===== src/copy_management_word_pkg.sv =====
// constants, register map and types of the copy-management line inserter
`default_nettype none
package copy_management_word_pkg;
  localparam logic [7:0] addr_enh_ctrl   = 8'h32;
  localparam logic [7:0] addr_data_0     = 8'h41;
  localparam logic [7:0] addr_data_1     = 8'h42;
  localparam logic [7:0] addr_data_2     = 8'h43;
  localparam logic [7:0] addr_pkt_ctrl   = 8'h5E;
  localparam logic [7:0] addr_pkt_last   = 8'h6E;
  localparam logic [7:0] addr_sd_ctrl    = 8'h99;
  localparam int         bit_enh_en      = 6;
  localparam int         bit_enh_crc     = 7;
  localparam int         bit_sd_crc      = 4;
  localparam int         bit_sd_field_lo = 5;
  localparam int         bit_pkt_en      = 0;
  localparam int         bit_pkt_crc     = 1;
  localparam logic [7:0] ctrl_reset      = 8'h00;
  localparam int         word_bits       = 20;
  localparam int         payload_bits    = 14;
  localparam int         pkt_bits        = 134;
  localparam int         pkt_payload     = 128;
  localparam int         pkt_regs        = 17;
  // packet bit 0 sits at bit 2 of the packet control register, above the two enables
  localparam int         pkt_hdr_lo      = 2;
  localparam logic [5:0] crc_preset      = 6'h3F;
  localparam logic [10:0] line_sd_odd    = 11'h014;
  localparam logic [10:0] line_sd_even   = 11'h11B;
  localparam logic [10:0] line_525_word  = 11'h029;
  localparam logic [10:0] line_525_pkt   = 11'h028;
  localparam logic [10:0] line_625_word  = 11'h02B;
  localparam logic [10:0] line_720_word  = 11'h018;
  localparam logic [10:0] line_720_pkt   = 11'h017;
  localparam logic [10:0] line_1080_w0   = 11'h013;
  localparam logic [10:0] line_1080_w1   = 11'h246;
  localparam logic [10:0] line_1080_p0   = 11'h012;
  localparam logic [10:0] line_1080_p1   = 11'h245;
  typedef enum logic [2:0] {
    fmt_ntsc  = 3'b000,
    fmt_pal   = 3'b001,
    fmt_525p  = 3'b010,
    fmt_625p  = 3'b011,
    fmt_720p  = 3'b100,
    fmt_1080i = 3'b101
  } format_type;
  typedef enum logic [1:0] {
    st_idle  = 2'b00,
    st_ref   = 2'b01,
    st_shift = 2'b10
  } state_type;
endpackage : copy_management_word_pkg
`default_nettype wire


===== src/copy_management_word_fifo.sv =====
// small valid/ready fifo holding serialised bits before the output path
`default_nettype none
module copy_management_word_fifo #(
  parameter int width = 2,
  parameter int depth = 16
) (
  input  wire logic             clk,
  input  wire logic             srst,
  input  wire logic [width-1:0] in_data,
  input  wire logic             in_valid,
  output logic                  in_ready,
  output logic [width-1:0]      out_data,
  output logic                  out_valid,
  input  wire logic             out_ready
);
  localparam int aw = $clog2(depth);
  if (depth < 2 || (1 << aw) != depth) begin : g_depth_check
    $error("depth must be a power of two");
  end
  logic [width-1:0] mem [depth];
  logic [aw:0]      wr_ptr;
  logic [aw:0]      rd_ptr;
  logic [aw:0]      next_wr_ptr;
  logic [aw:0]      next_rd_ptr;
  logic             push;
  logic             pop;
  always_comb begin
    in_ready    = (wr_ptr - rd_ptr) != (aw+1)'(depth);
    out_valid   = wr_ptr != rd_ptr;
    out_data    = mem[rd_ptr[aw-1:0]];
    push        = in_valid && in_ready;
    pop         = out_valid && out_ready;
    next_wr_ptr = push ? wr_ptr + 1'b1 : wr_ptr;
    next_rd_ptr = pop ? rd_ptr + 1'b1 : rd_ptr;
  end
  always_ff @(posedge clk) begin
    if (srst) begin
      wr_ptr <= '0;
      rd_ptr <= '0;
    end else begin
      wr_ptr <= next_wr_ptr;
      rd_ptr <= next_rd_ptr;
    end
    if (push) begin
      mem[wr_ptr[aw-1:0]] <= in_data;
    end
  end
endmodule : copy_management_word_fifo
`default_nettype wire


===== src/copy_management_word_vbi_inserter.sv =====
// copy-management word and packet inserter for blanking lines
`default_nettype none
module copy_management_word_vbi_inserter
  import copy_management_word_pkg::*;
#(
  parameter int fifo_depth = 16
) (
  input  wire logic             clk,
  input  wire logic             srst,
  input  wire logic             reg_wr,
  input  wire logic             reg_rd,
  input  wire logic [7:0]       reg_addr,
  input  wire logic [7:0]       reg_wdata,
  output logic [7:0]            reg_rdata,
  input  wire copy_management_word_pkg::format_type video_format,
  input  wire logic             line_start,
  input  wire logic [10:0]      line_number,
  input  wire logic             odd_field,
  output logic                  bit_valid,
  output logic                  bit_value,
  output logic                  bit_is_ref,
  input  wire logic             bit_ready,
  output logic                  insert_busy
);
  import copy_management_word_pkg::*;
  if (fifo_depth < 2) begin : g_depth_check
    $error("fifo_depth too small");
  end
  // ==========================================================
  // registers
  logic [7:0] enh_ctrl;
  logic [7:0] sd_ctrl;
  logic [7:0] data_reg [3];
  logic [7:0] pkt_reg [pkt_regs];
  logic [7:0] next_enh_ctrl;
  logic [7:0] next_sd_ctrl;
  logic [7:0] next_data_reg [3];
  logic [7:0] next_pkt_reg [pkt_regs];
  logic [7:0] next_reg_rdata;
  logic [7:0] pkt_idx;
  always_comb begin
    next_enh_ctrl = enh_ctrl;
    next_sd_ctrl  = sd_ctrl;
    next_data_reg = data_reg;
    next_pkt_reg  = pkt_reg;
    pkt_idx       = reg_addr - addr_pkt_ctrl;
    if (reg_wr) begin
      if (reg_addr == addr_enh_ctrl) begin
        next_enh_ctrl = reg_wdata;
      end else if (reg_addr == addr_sd_ctrl) begin
        next_sd_ctrl = reg_wdata;
      end else if (reg_addr >= addr_data_0 && reg_addr <= addr_data_2) begin
        next_data_reg[2'(reg_addr - addr_data_0)] = reg_wdata;
      end else if (reg_addr >= addr_pkt_ctrl && reg_addr <= addr_pkt_last) begin
        next_pkt_reg[5'(pkt_idx)] = reg_wdata;
      end
    end
    next_reg_rdata = reg_rdata;
    if (reg_rd) begin
      if (reg_addr == addr_enh_ctrl) begin
        next_reg_rdata = enh_ctrl;
      end else if (reg_addr == addr_sd_ctrl) begin
        next_reg_rdata = sd_ctrl;
      end else if (reg_addr >= addr_data_0 && reg_addr <= addr_data_2) begin
        next_reg_rdata = data_reg[2'(reg_addr - addr_data_0)];
      end else if (reg_addr >= addr_pkt_ctrl && reg_addr <= addr_pkt_last) begin
        next_reg_rdata = pkt_reg[5'(pkt_idx)];
      end else begin
        next_reg_rdata = 8'h00;
      end
    end
  end
  always_ff @(posedge clk) begin
    if (srst) begin
      enh_ctrl  <= ctrl_reset;
      sd_ctrl   <= ctrl_reset;
      data_reg  <= '{default: ctrl_reset};
      pkt_reg   <= '{default: ctrl_reset};
      reg_rdata <= 8'h00;
    end else begin
      enh_ctrl  <= next_enh_ctrl;
      sd_ctrl   <= next_sd_ctrl;
      data_reg  <= next_data_reg;
      pkt_reg   <= next_pkt_reg;
      reg_rdata <= next_reg_rdata;
    end
  end
  // ==========================================================
  // check sequence
  function automatic logic [5:0] crc_step(input logic [5:0] c, input logic d);
    logic fb;
    fb = c[5] ^ d;
    crc_step = {c[4:1], c[0] ^ fb, fb};
  endfunction : crc_step
  logic [19:0]        word_raw;
  logic [19:0]        word_out;
  logic [pkt_regs*8-1:0] pkt_flat;
  logic [pkt_bits-1:0] pkt_out;
  logic [5:0]         word_crc;
  logic [5:0]         pkt_crc;
  always_comb begin
    // word from the three data registers, low bits first
    word_raw = {data_reg[2][3:0], data_reg[1], data_reg[0]};
    // 625p keeps only the upper two registers
    if (video_format == fmt_625p) begin
      word_raw[7:0] = 8'h00;
    end
    pkt_flat = '0;
    for (int i = 0; i < pkt_regs; i++) begin
      pkt_flat[i*8 +: 8] = pkt_reg[i];
    end
    // preset all ones before each run
    word_crc = crc_preset;
    for (int i = 0; i < payload_bits; i++) begin
      word_crc = crc_step(word_crc, word_raw[i]);
    end
    pkt_crc = crc_preset;
    for (int i = 0; i < pkt_payload; i++) begin
      pkt_crc = crc_step(pkt_crc, pkt_flat[pkt_hdr_lo + i]);
    end
    word_out = word_raw;
    if ((video_format == fmt_ntsc) ? sd_ctrl[bit_sd_crc] : enh_ctrl[bit_enh_crc]) begin
      word_out[19:14] = word_crc;
    end
    // packet check or stored bits
    // header bits live above the enables, so the packet fills the register span exactly
    pkt_out = pkt_flat[pkt_hdr_lo +: pkt_bits];
    if (pkt_reg[0][bit_pkt_crc]) begin
      pkt_out[pkt_bits-1 -: 6] = pkt_crc;
    end
  end
  // ==========================================================
  // line plan
  logic send_word;
  logic send_pkt;
  always_comb begin
    send_word = 1'b0;
    send_pkt  = 1'b0;
    // one format plan at a time
    case (video_format)
      fmt_ntsc: begin
        send_word = (odd_field && sd_ctrl[bit_sd_field_lo] && line_number == line_sd_odd)
                 || (!odd_field && sd_ctrl[bit_sd_field_lo+1] && line_number == line_sd_even);
      end
      fmt_525p: begin
        send_word = enh_ctrl[bit_enh_en] && line_number == line_525_word;
        send_pkt  = pkt_reg[0][bit_pkt_en] && line_number == line_525_pkt;
      end
      fmt_625p: begin
        send_word = enh_ctrl[bit_enh_en] && line_number == line_625_word;
      end
      fmt_720p: begin
        send_word = enh_ctrl[bit_enh_en] && line_number == line_720_word;
        send_pkt  = pkt_reg[0][bit_pkt_en] && line_number == line_720_pkt;
      end
      fmt_1080i: begin
        send_word = enh_ctrl[bit_enh_en]
                 && (line_number == line_1080_w0 || line_number == line_1080_w1);
        send_pkt  = pkt_reg[0][bit_pkt_en]
                 && (line_number == line_1080_p0 || line_number == line_1080_p1);
      end
      default: begin
        send_word = 1'b0;
      end
    endcase
  end
  // ==========================================================
  // serialiser
  state_type            state;
  state_type            next_state;
  logic [pkt_bits-1:0]  shreg;
  logic [pkt_bits-1:0]  next_shreg;
  logic [7:0]           remain;
  logic [7:0]           next_remain;
  logic [1:0]           push_data;
  logic                 push_valid;
  logic                 push_ready;
  logic [1:0]           pop_data;
  logic                 pop_valid;
  always_comb begin
    next_state  = state;
    next_shreg  = shreg;
    next_remain = remain;
    push_data   = {1'b0, shreg[0]};
    push_valid  = 1'b0;
    case (state)
      st_idle: begin
        if (line_start && send_pkt) begin
          next_shreg  = pkt_out;
          next_remain = 8'(pkt_bits);
          next_state  = st_shift;
        end else if (line_start && send_word) begin
          next_shreg  = {{(pkt_bits-word_bits){1'b0}}, word_out};
          next_remain = 8'(word_bits);
          // reference pulse only in standard definition
          next_state  = (video_format == fmt_ntsc) ? st_ref : st_shift;
        end
      end
      st_ref: begin
        push_data  = 2'b11;
        push_valid = 1'b1;
        if (push_ready) begin
          next_state = st_shift;
        end
      end
      st_shift: begin
        push_valid = 1'b1;
        if (push_ready) begin
          next_shreg  = shreg >> 1;
          next_remain = remain - 8'h01;
          if (remain == 8'h01) begin
            next_state = st_idle;
          end
        end
      end
      default: begin
        next_state = st_idle;
      end
    endcase
  end
  always_ff @(posedge clk) begin
    if (srst) begin
      state  <= st_idle;
      shreg  <= '0;
      remain <= 8'h00;
    end else begin
      state  <= next_state;
      shreg  <= next_shreg;
      remain <= next_remain;
    end
  end
  copy_management_word_fifo #(
    .width (2),
    .depth (fifo_depth)
  ) u_fifo (
    .clk       (clk),
    .srst      (srst),
    .in_data   (push_data),
    .in_valid  (push_valid),
    .in_ready  (push_ready),
    .out_data  (pop_data),
    .out_valid (pop_valid),
    .out_ready (bit_ready || !bit_valid)
  );
  // ==========================================================
  // output stage
  logic next_bit_valid;
  logic next_bit_value;
  logic next_bit_is_ref;
  logic next_busy;
  always_comb begin
    next_bit_valid  = bit_valid;
    next_bit_value  = bit_value;
    next_bit_is_ref = bit_is_ref;
    if (bit_ready || !bit_valid) begin
      next_bit_valid  = pop_valid;
      next_bit_value  = pop_data[0];
      next_bit_is_ref = pop_data[1];
    end
    next_busy = (next_state != st_idle) || pop_valid || next_bit_valid;
  end
  always_ff @(posedge clk) begin
    if (srst) begin
      bit_valid   <= 1'b0;
      bit_value   <= 1'b0;
      bit_is_ref  <= 1'b0;
      insert_busy <= 1'b0;
    end else begin
      bit_valid   <= next_bit_valid;
      bit_value   <= next_bit_value;
      bit_is_ref  <= next_bit_is_ref;
      insert_busy <= next_busy;
    end
  end
endmodule : copy_management_word_vbi_inserter
`default_nettype wire


===== config.mk =====
export PLATFORM = sky130hd
export DESIGN_NAME = copy_management_word_vbi_inserter
export DESIGN_NICKNAME = d
export VERILOG_FILES = /design/src/copy_management_word_pkg.sv /design/src/copy_management_word_fifo.sv /design/src/copy_management_word_vbi_inserter.sv
export SDC_FILE = /design/constraint.sdc
export NUM_CORES = 1
export LEC_CHECK = 0
export ABC_AREA = 1
export BUFFER_PORTS_ARGS = -buffer_cell sky130_fd_sc_hd__buf_4
export CAP_MARGIN = 10
export CORE_UTILIZATION = 55
export DETAILED_ROUTE_END_ITERATION = 8
export PLACE_DENSITY = 0.75
export SLEW_MARGIN = 20
export SYNTH_ARGS = -nofsm -noshare
export SYNTH_HDL_FRONTEND = slang
export SYNTH_HIERARCHICAL = 1
export SYNTH_SLANG_ARGS = --single-unit

===== constraint.sdc =====
create_clock -name clk -period 10.25 [get_ports clk]
set_input_delay 2.5625 -clock clk [delete_from_list [all_inputs] [get_ports clk]]
set_output_delay 2.5625 -clock clk [all_outputs]
set_load 0.1 [all_outputs]

== Yosys cells after proc, flatten, opt, wreduce, memory -nomap -nowiden ==
Memory sizes are Yosys's and may differ from the RTL's. A register that Yosys moved wholly into a read port is not among the register bits.
Index checks and enable logic that the tools add are counted.

* Logic and storage cells: 435
* Register bits: 340
* RAM bits: 32
* Memories: 1
* Input bits: 37
* Output and inout bits: 12

* Reductions and logical operators: 37
* Muxes and demuxes: 42
* $lt $le $gt $ge: 8
* Equality and inequality tests: 24
* Bitwise operators: 287
* $add $sub $neg: 6

{| class="wikitable"
|+ Memories
! memory !! words !! bits a word !! read ports !! clocked after memory_dff !! wr ports !! RTL line !! RTL
|-
| u_fifo.mem || 16 || 2 || 1 || 1 || 1 || copy_management_word_fifo.sv:20 || <nowiki>logic [width-1:0] mem [depth];</nowiki>
|}

{| class="wikitable"
|+ Operator list
! operator !! count
|-
| $mux W134 || 3
|-
| $xor A1 B1 Y1 || 272
|-
| $pmux W134 S2 || 1
|-
| $bwmux W136 || 1
|-
| $mux W8 || 14
|-
| $eq A11 B5 Y1 const B || 5
|-
| $bmux W8 S5 || 1
|-
| $demux W8 S5 || 1
|-
| $eq A11 B6 Y1 const B || 3
|-
| $bwmux W24 || 1
|-
| $eq A11 B10 Y1 const B || 2
|-
| $logic_and A1 B1 Y1 || 19
|-
| $bmux W8 S2 || 1
|-
| $demux W8 S2 || 1
|-
| $ge A8 B7 Y1 const B || 2
|-
| $le A8 B7 Y1 const B || 2
|-
| $pmux W8 S2 || 1
|-
| $mux W2 || 7
|-
| $not A1 Y1 || 13
|-
| $mux W6 || 2
|-
| $eq A11 B9 Y1 const B || 1
|-
| $add A5 B1 Y5 const B || 2
|-
| $eq A8 B1 Y1 const B || 1
|-
| $eq A8 B6 Y1 const B || 1
|-
| 33 further kinds || 47
|}

== Depth between registers and ports, before layout ==
Gate-level depths: netlist of the first run.

* Depth after elaboration: 55
* Gate-level depth with buffers: 86
* Mapped depth without buffers: 86

== By module ==
Netlist of the first run, hierarchy kept.

{| class="wikitable"
|+ By module, submodules not included
! module !! area an instance (um^2) !! sequential area each (um^2) !! instances !! cells an instance
|-
| copy_management_word_vbi_inserter || 19663.9 || 6646.4 || 1 || 3031
|-
| copy_management_word_fifo || 2168.3 || 1241.2 || 1 || 230
|}

== Worst setup path after synthesis of the first run ==
OpenSTA, ideal clock, no wires.

* Kind: register to register
* From: reg pkt_reg (netlist bit pkt_flat[2])
* To: reg shreg[129]
* Data required time: 10128 ps
* Cell stages (with the launch flop): 78
* Path slack: 4329 ps
* Path buffers: 0
* Setup time: 122 ps
* Data arrival time: 5799 ps
* Period minus slack after synthesis: 5921 ps
* Cell sequence: dfxtp_1 > inv_2 > nand2_2 > nand2_1 > clkinv_1 > nand2_1 > nand2_1 > nand2_2 > nand3_2 > nand2_4 > nand2_1 > nand2_1 > nand2_2 > nand2_2 > nand2_2 > nand2_2 > nand2_2 > nand2_2 > [42 not listed] > nand2_2 > inv_2 > nand2_2 > nand3_1 > nand2_1 > nand3_1 > nand2_2 > nand2_1 > nand2_1 > nand2_1 > nand2_2 > inv_1 > nand2_1 > nand2_1 > nand2_1 > nand3_1 > nand2_1 > a21oi_2

* Longest elaborated chain between the ends: 55
* Elaborated cells on any way between the ends: 226
* Classes of those cells: mux (3); bitwise (223)

{| class="wikitable"
|+ RTL lines
! element !! RTL line !! RTL
|-
| start, declared || copy_management_word_vbi_inserter.sv:34 || <nowiki>logic [7:0] pkt_reg [pkt_regs];</nowiki>
|-
| start signal, assigned || copy_management_word_vbi_inserter.sv:84 || <nowiki>pkt_reg <= next_pkt_reg;</nowiki>
|-
| $not A1 Y1 (no line) || - ||
|-
| $xor A1 B1 Y1 || copy_management_word_vbi_inserter.sv:93 || <nowiki>crc_step = {c[4:1], c[0] ^ fb, fb};</nowiki>
|-
| $xor A1 B1 Y1 || copy_management_word_vbi_inserter.sv:92 || <nowiki>fb = c[5] ^ d;</nowiki>
|-
| $xor A1 B1 Y1 || copy_management_word_vbi_inserter.sv:93 ||
|-
| $xor A1 B1 Y1 || copy_management_word_vbi_inserter.sv:92 ||
|-
| $xor A1 B1 Y1 || copy_management_word_vbi_inserter.sv:93 ||
|-
| $xor A1 B1 Y1 || copy_management_word_vbi_inserter.sv:92 ||
|-
| $xor A1 B1 Y1 || copy_management_word_vbi_inserter.sv:93 ||
|-
| [39 not listed] || - ||
|-
| $xor A1 B1 Y1 || copy_management_word_vbi_inserter.sv:93 ||
|-
| $xor A1 B1 Y1 || copy_management_word_vbi_inserter.sv:92 ||
|-
| $xor A1 B1 Y1 || copy_management_word_vbi_inserter.sv:93 ||
|-
| $xor A1 B1 Y1 || copy_management_word_vbi_inserter.sv:92 ||
|-
| $xor A1 B1 Y1 * || copy_management_word_vbi_inserter.sv:93 ||
|-
| $mux W6 * || copy_management_word_vbi_inserter.sv:128 || <nowiki>if (pkt_reg[0][bit_pkt_crc]) begin</nowiki>
|-
| $mux W134 * || copy_management_word_vbi_inserter.sv:188 || <nowiki>if (line_start && send_pkt) begin</nowiki>
|-
| $pmux W134 S2 * || copy_management_word_vbi_inserter.sv:186 || <nowiki>case (state)</nowiki>
|-
| end signal, assigned || copy_management_word_vbi_inserter.sv:228 || <nowiki>shreg <= next_shreg;</nowiki>
|-
| end, declared || copy_management_word_vbi_inserter.sv:171 || <nowiki>logic [pkt_bits-1:0] shreg;</nowiki>
|}

Every way passes the cells marked *; elsewhere a longest branch is shown, timed or not.
A chain may end at the register's enable or synchronous reset.

== Final worst setup path of the first run ==
* From: reg pkt_reg (netlist bit pkt_flat[3])
* To: reg shreg[133]

* Longest elaborated chain between the ends: 53
* Elaborated cells on any way between the ends: 217
* Classes of those cells: mux (3); bitwise (214)

{| class="wikitable"
|+ RTL lines
! element !! RTL line
|-
| $not A1 Y1 (no line) * || -
|-
| $xor A1 B1 Y1 || copy_management_word_vbi_inserter.sv:93
|-
| $xor A1 B1 Y1 || copy_management_word_vbi_inserter.sv:92
|-
| $xor A1 B1 Y1 || copy_management_word_vbi_inserter.sv:93
|-
| $xor A1 B1 Y1 || copy_management_word_vbi_inserter.sv:92
|-
| $xor A1 B1 Y1 || copy_management_word_vbi_inserter.sv:93
|-
| $xor A1 B1 Y1 || copy_management_word_vbi_inserter.sv:92
|-
| $xor A1 B1 Y1 || copy_management_word_vbi_inserter.sv:93
|-
| [37 not listed] || -
|-
| $xor A1 B1 Y1 || copy_management_word_vbi_inserter.sv:93
|-
| $xor A1 B1 Y1 || copy_management_word_vbi_inserter.sv:92
|-
| $xor A1 B1 Y1 || copy_management_word_vbi_inserter.sv:93
|-
| $xor A1 B1 Y1 || copy_management_word_vbi_inserter.sv:92
|-
| $xor A1 B1 Y1 * || copy_management_word_vbi_inserter.sv:93
|-
| $mux W6 * || copy_management_word_vbi_inserter.sv:128
|-
| $mux W134 * || copy_management_word_vbi_inserter.sv:188
|-
| $pmux W134 S2 * || copy_management_word_vbi_inserter.sv:186
|}

Marked as above.

==> out/results.txt, run 1 <==
max FFs per register: 136
I/O pin cnt: 49
EDFF count, synth: 32
synthesized area: 0.0218 mm2
Post-CTS Hold Buffers: 0
half-perimeter wire length after placement: 47,400 um
global-route wire length before repair: 109,000 um
number of antenna cells inserted: 0
overall global routing resource usage: 33.0%
min cycle time layout: 7.50 ns
vertical die dimension: 201 um
Slowest cell on crit path: dfxtp_1
total vias in the final route: 22,400
number of pins with negative max-slew slack in the final report: 0
Synthesized Nets: 3,321
terminating pin of the worst hold path: enh_ctrl[3]
highest net fanout along the worst path: 6
remaining max-slew budget at the tightest pin: 28.8%
post-detailed-route wirelength per cell: 18.1 um
final cycle utilization of the critical path: 73.1%
Iter 0 DRT Violations: 2,358
cts bufs inserted: 41
Post-Route Setup TNS: 0 ns
fraction of layout instances using a drive strength above 1: 10.7%
TritonRoute pass-1 iters: 5
area growth from synthesis to final layout: 8.81%
Post-Route Utilization: 61.0%
leading cell type in the layout, fill and taps excluded: nand2_1
distinct cell type count after synthesis: 55
WHS Path Cells: 2
Post-layout nets: 3,259
worst reg2reg startpoint: pkt_flat[3]
result of the run: complete, no violations
flops & latches, synth: 378
TritonCTS clock tree: yes
unrepaired setup endpoints after global routing: no
setup fix buffers added after clock tree synthesis: 0
mean instance size in the synthesized netlist: 6.69 um2
number of antenna violations at the first check in global routing: 0
setup violation total in the final timing report: 0
WL met3: 5790 um
min-delay worst type: reg2reg
kind of launch point of the worst setup path: flip-flop
overflow left after global routing: 0
Worst Max-Slew Pin Slew: 1.07 ns
startpoint of the worst hold path: enh_ctrl[3]
most used cell, CP: nand2_1
number of endpoints with negative hold slack in the final report: 0
routability congestion estimate: 0.974
Reg2Reg Depth: 75
CP arrival: 7.91 ns
total number of clock tree sinks: 378
final routed DRC violation total: 0
type of element capturing the critical path: flip-flop
number of gates given a new drive strength after cts: 0
crit path kind: reg2reg
Crit path largest cell delay: 0.45 ns
antenna violation net count after detailed routing: 0
die span in x: 201 um
proportion of synthesized flip-flops having asynchronous set or reset: 0%
Achievable Freq: 0.133 GHz
total of max-cap violations: 0
H-tree level count: 2
Buffers on Ports: 48
number of standard cells after synthesis: 3,261
via count normalized by instance count: 5.98
pin count of the biggest net entering global routing: 92
initial core utilization: 56.1%
critical path data required time: 10.66 ns
clk_skew: 0.0155 ns
WHS: 0.447 ns
fraction of the yosys area taken by sequential cells: 36.1%
top_reg_cell synth: dfxtp_1
Die Footprint: 0.0405 mm2
wire length reported by the detailed router: 67,900 um
Clock Tree Buf Depth: 3
warning count from the yosys run: 6
clock latency of the later-clocked register in the worst-skew pair: 0.58 ns
core area: 0.0389 mm2
CTS root buf: clkbuf_16
clock edge transition at the registers on the reported setup and hold paths: 0.06 ns
layout filler cell count: 3,657
top layer reached by signal wires: met4
routed length on met2: 30,000 um
reg-to-reg setup timing slack: 2.75 ns
number of core rows: 72
FF-to-FF End: shreg[133]
leading cell types in the layout, fill and taps excluded: 709 x nand2_1, 389 x nand3_1, 346 x dfxtp_1
sum of routed wire segments on met1: 29,500 um
vias in the first global route: 20,400
## cells in the mapped netlist (4+ instances only)
master,count,area [um2]
nor3_1,24,120
inv_2,45,169
nand2_2,123,769
nand3_2,18,180
clkinv_1,5,18.8
o221ai_1,18,158
o22ai_1,15,93.8
a21oi_1,265,1330
buf_2,4,20.0
nand3_1,389,1950
nand3b_1,10,75.1
nand2_1,710,2670
nor2_2,6,37.5
nor4_1,5,31.3
o2111ai_1,9,78.8
a221oi_1,39,342
clkbuf_1,145,544
nor2_1,185,694
xor2_2,4,65.1
nand4_1,11,68.8
o21ai_0,322,1610
a31oi_1,94,588
edfxtp_1,32,961
a41oi_1,5,43.8
buf_1,12,45.0
ha_1,23,288
dfxtp_1,346,6930
xnor2_1,12,105
o31ai_1,4,30.0
o211ai_1,20,150
inv_1,297,1110
nand2_4,11,124
xor2_1,20,175
## worst max path at each step
| stage | slack [ns] | cells after the start | end | start |
|---|---|---|---|---|
| 2_1_floorplan | 4.33 | 77 | shreg[129] | pkt_flat[2] |
| 3_3_place_gp | 3.21 | 75 | shreg[133] | pkt_flat[3] |
| 3_5_place_dp | 2.97 | 77 | shreg[133] | pkt_flat[3] |
| 4_1_cts | 2.93 | 77 | shreg[133] | pkt_flat[3] |
| 5_1_grt | 1.81 | 75 | shreg[133] | pkt_flat[3] |
| 6_report | 2.75 | 75 | shreg[133] | pkt_flat[3] |
## per-stage QoR
stage	worst slack, ns	instances	area [um2]
floorplan	4.33	3261	21800
global placement	3.21	3674	22300
detailed placement	2.97	3674	22300
CTS	2.93	3749	23800
global route	1.81	3749	23800
finish	2.75	3749	23800
## cell type report
cell class	count	area (um2)	area share (%)
Inverter	347	1310	5.50
Clock buffer	58	1220	5.15
Sequential cell	378	7890	33.2
Multi-Input combinational cell	2373	12000	50.7
Timing Repair Buffer	58	435	1.83
Tap cell	518	648	2.73
Clock inverter	17	220	0.927
## worst max-delay path, delay by kind of cell, from the launching register on
family,cells,cell delay (ns)
xor+xnor,1,0.32
compound gates,1,0.06
flops,1,0.45
buf+inv,11,0.72
simple gates,62,5.76
## kinds of logic after synthesis
family,count (synthesis),share of synthesized area (%)
simple gates,1501,31.0
compound gates,813,21.1
buf+inv,510,8.86
flops,378,36.1
xor+xnor,36,1.58
fa+ha+maj,23,1.32
## per-layer routing
layer	vias to the layer above	track usage, %
li1	10900	-
met1	10400	45.6
met2	987	51.8
met3	180	4.84
met4	0	12.7
met5	-	0
Power of run 1 is not shown: default switching activity piles up to over one toggle a cycle in this logic, so the estimate is an artifact.
==> run 2, diff against run 1 <==
Settings changed: PLACE_DENSITY 0.75 to 0.78.
Clock period 10.25 ns to 6.3 ns, I/O delays scaled along.
==> out/results.txt, run 2 (synthesis results as in run 1) <==
total of max-cap violations: 0 (unchanged)
overflow left after global routing: 0 (unchanged)
area of all placed cells without fillers: 0.0262 mm2 (+10%)
antenna violation net count after detailed routing: 0 (unchanged)
leading cell types in the layout, fill and taps excluded: 533 x nand2_1, 337 x dfxtp_1, 322 x o21ai_0
I/O pin cnt: 49 (unchanged)
kind of launch point of the worst setup path: flip-flop
Slowest cell on crit path: dfxtp_4
setup violation total in the final timing report: 6 (+6)
layout filler cell count: 3,258 (-11%)
most used cell, CP: nand2_4
overall global routing resource usage: 34.0% (+0.97 points)
via count normalized by instance count: 6.19 (+3.5%)
CTS root buf: clkbuf_16
H-tree level count: 2 (unchanged)
number of core rows: 72 (unchanged)
type of element capturing the critical path: flip-flop
Storage cell area: 0.00791 mm2 (+0.27%)
highest net fanout along the worst path: 6 (unchanged)
Buffers on Ports: 48 (unchanged)
max FFs per register: 136 (unchanged)
global-route wire length before repair: 113,000 um (+3.5%)
slack of the critical path: -1.15 ns (-3.91 ns)
footprint of the multi-input gates: 0.0137 mm2 (+14%)
initial core utilization: 56.1% (unchanged)
Post-CTS Hold Buffers: 0 (unchanged)
area growth from synthesis to final layout: 20.1%
CP arrival: 7.91 ns (about the same)
total vias in the final route: 23,700 (+5.8%)
cell area after placement: 0.0228 mm2 (+2.3%)
pin count of the biggest net entering global routing: 134 (+46%)
fraction of layout instances using a drive strength above 1: 22.6% (+12 points)
TritonCTS clock tree: yes
clock latency of the later-clocked register in the worst-skew pair: 0.58 ns (about the same)
critical path data required time: 6.76 ns (-3.90 ns)
number of antenna violations at the first check in global routing: 2 (+2)
remaining max-slew budget at the tightest pin: 25.8% (-3.0 points)
post-detailed-route wirelength per cell: 18.9 um (+4.6%)
half-perimeter wire length after placement: 47,500 um (+0.25%)
violated checks: negative setup slack
Clock Tree Buf Depth: 3 (unchanged)
Iter 0 DRT Violations: 2,478 (+5.1%)
leading cell type in the layout, fill and taps excluded: nand2_1
cts bufs inserted: 42 (+2.4%)
wire length reported by the detailed router: 72,600 um (+7.0%)
Die Footprint: 0.0405 mm2 (unchanged)
Crit path largest cell delay: 0.39 ns (-0.06 ns)
result of the run: complete, but fails checks
Achievable Freq: 0.134 GHz (+0.58%)
Post-layout nets: 3,341 (+2.5%)
TritonRoute pass-1 iters: 8 (+3)
Reg2Reg Depth: 75 (unchanged)
number of endpoints with negative hold slack in the final report: 0 (unchanged)
vias in the first global route: 21,900 (+7.5%)
core area: 0.0389 mm2 (unchanged)
min cycle time layout: 7.45 ns (-0.0429 ns)
clock edge transition at the registers on the reported setup and hold paths: 0.06 ns (about the same)
crit path kind: reg2reg
final routed DRC violation total: 0 (unchanged)
WHS Path Cells: 2 (unchanged)
Post-Place Setup Slack: -0.788 ns (-3.76 ns)
vertical die dimension: 201 um (unchanged)
routability congestion estimate: 0.996 (+2.2%)
unrepaired setup endpoints after global routing: yes
clk_skew: 0.0297 ns (+0.0142 ns)
final cycle utilization of the critical path: 118% (+45 points)
die span in x: 201 um (unchanged)
Worst Max-Slew Pin Slew: 1.11 ns (+0.0464 ns)
min-delay worst type: reg2reg
total number of clock tree sinks: 378 (unchanged)
number of pins with negative max-slew slack in the final report: 0 (unchanged)
## run 2: changes by cell type in the layout (fill, tap and decap cells not counted), sizes merged
cell,delta
buf,+81
bufinv,+2
clkinv,-2
clkinvlp,+2
diode,+1
inv,+1
## run 2: timing repair
item / in CTS / in global routing
resized for setup: 203 / 235
pin swaps: 54 / 113
setup endpoints to repair: 6 / 6
setup buffers: 8 / 9
## run 2: cell type report
type / count / share of cell area [%]
multi-input combinational: 2373 / 52.3
inverter: 347 / 5.09
clock inverter: 20 / 1.13
tap: 518 / 2.47
sequential: 378 / 30.2
clock buffer: 58 / 4.71
timing repair buffer: 139 / 4.14
antenna: 1 / 0.00955
## run 2: metrics by stage
step	hold slack, ns	utilization [%]	std cells	TNS (ns)
CTS	0.453	64.7	3824	-3.34
global route	0.462	67.4	3834	-9.47
detailed placement	0.444	58.7	3738	-4.35
floorplan	0.424	-	3261	0
finish	0.451	67.4	3834	-6.63
global placement	0.435	58.7	3738	-3.13
## run 2: per-layer routing
layer  global-route usage [%]  up-vias  share of wire [%]
met2                     54.0     1274                 45
met3                     6.28      282                 10
met4                     14.4        2                4.4
met1                     45.1    11100                 41
met5                        0        -              0.011
li1                         -    11100                  -
## run 2: worst paths after layout
| kind | start | to | slack, ns |
|---|---|---|---|
| min reg2reg | enh_ctrl[0] | enh_ctrl[0] | 0.45 |
| max reg2reg | pkt_flat[2] | shreg[131] | -1.15 |
| min | enh_ctrl[0] | enh_ctrl[0] | 0.45 |
| max | pkt_flat[2] | shreg[131] | -1.15 |
## run 2: worst max-delay path, delay by kind of cell, from the launching register on
| family | cells | cell delay (ns) |
|---|---|---|
| buf+inv | 8 | 0.62 |
| compound gates | 2 | 0.22 |
| flops | 1 | 0.39 |
| xor+xnor | 2 | 0.39 |
| simple gates | 63 | 5.68 |
Power of run 2 is left out for the same reason.
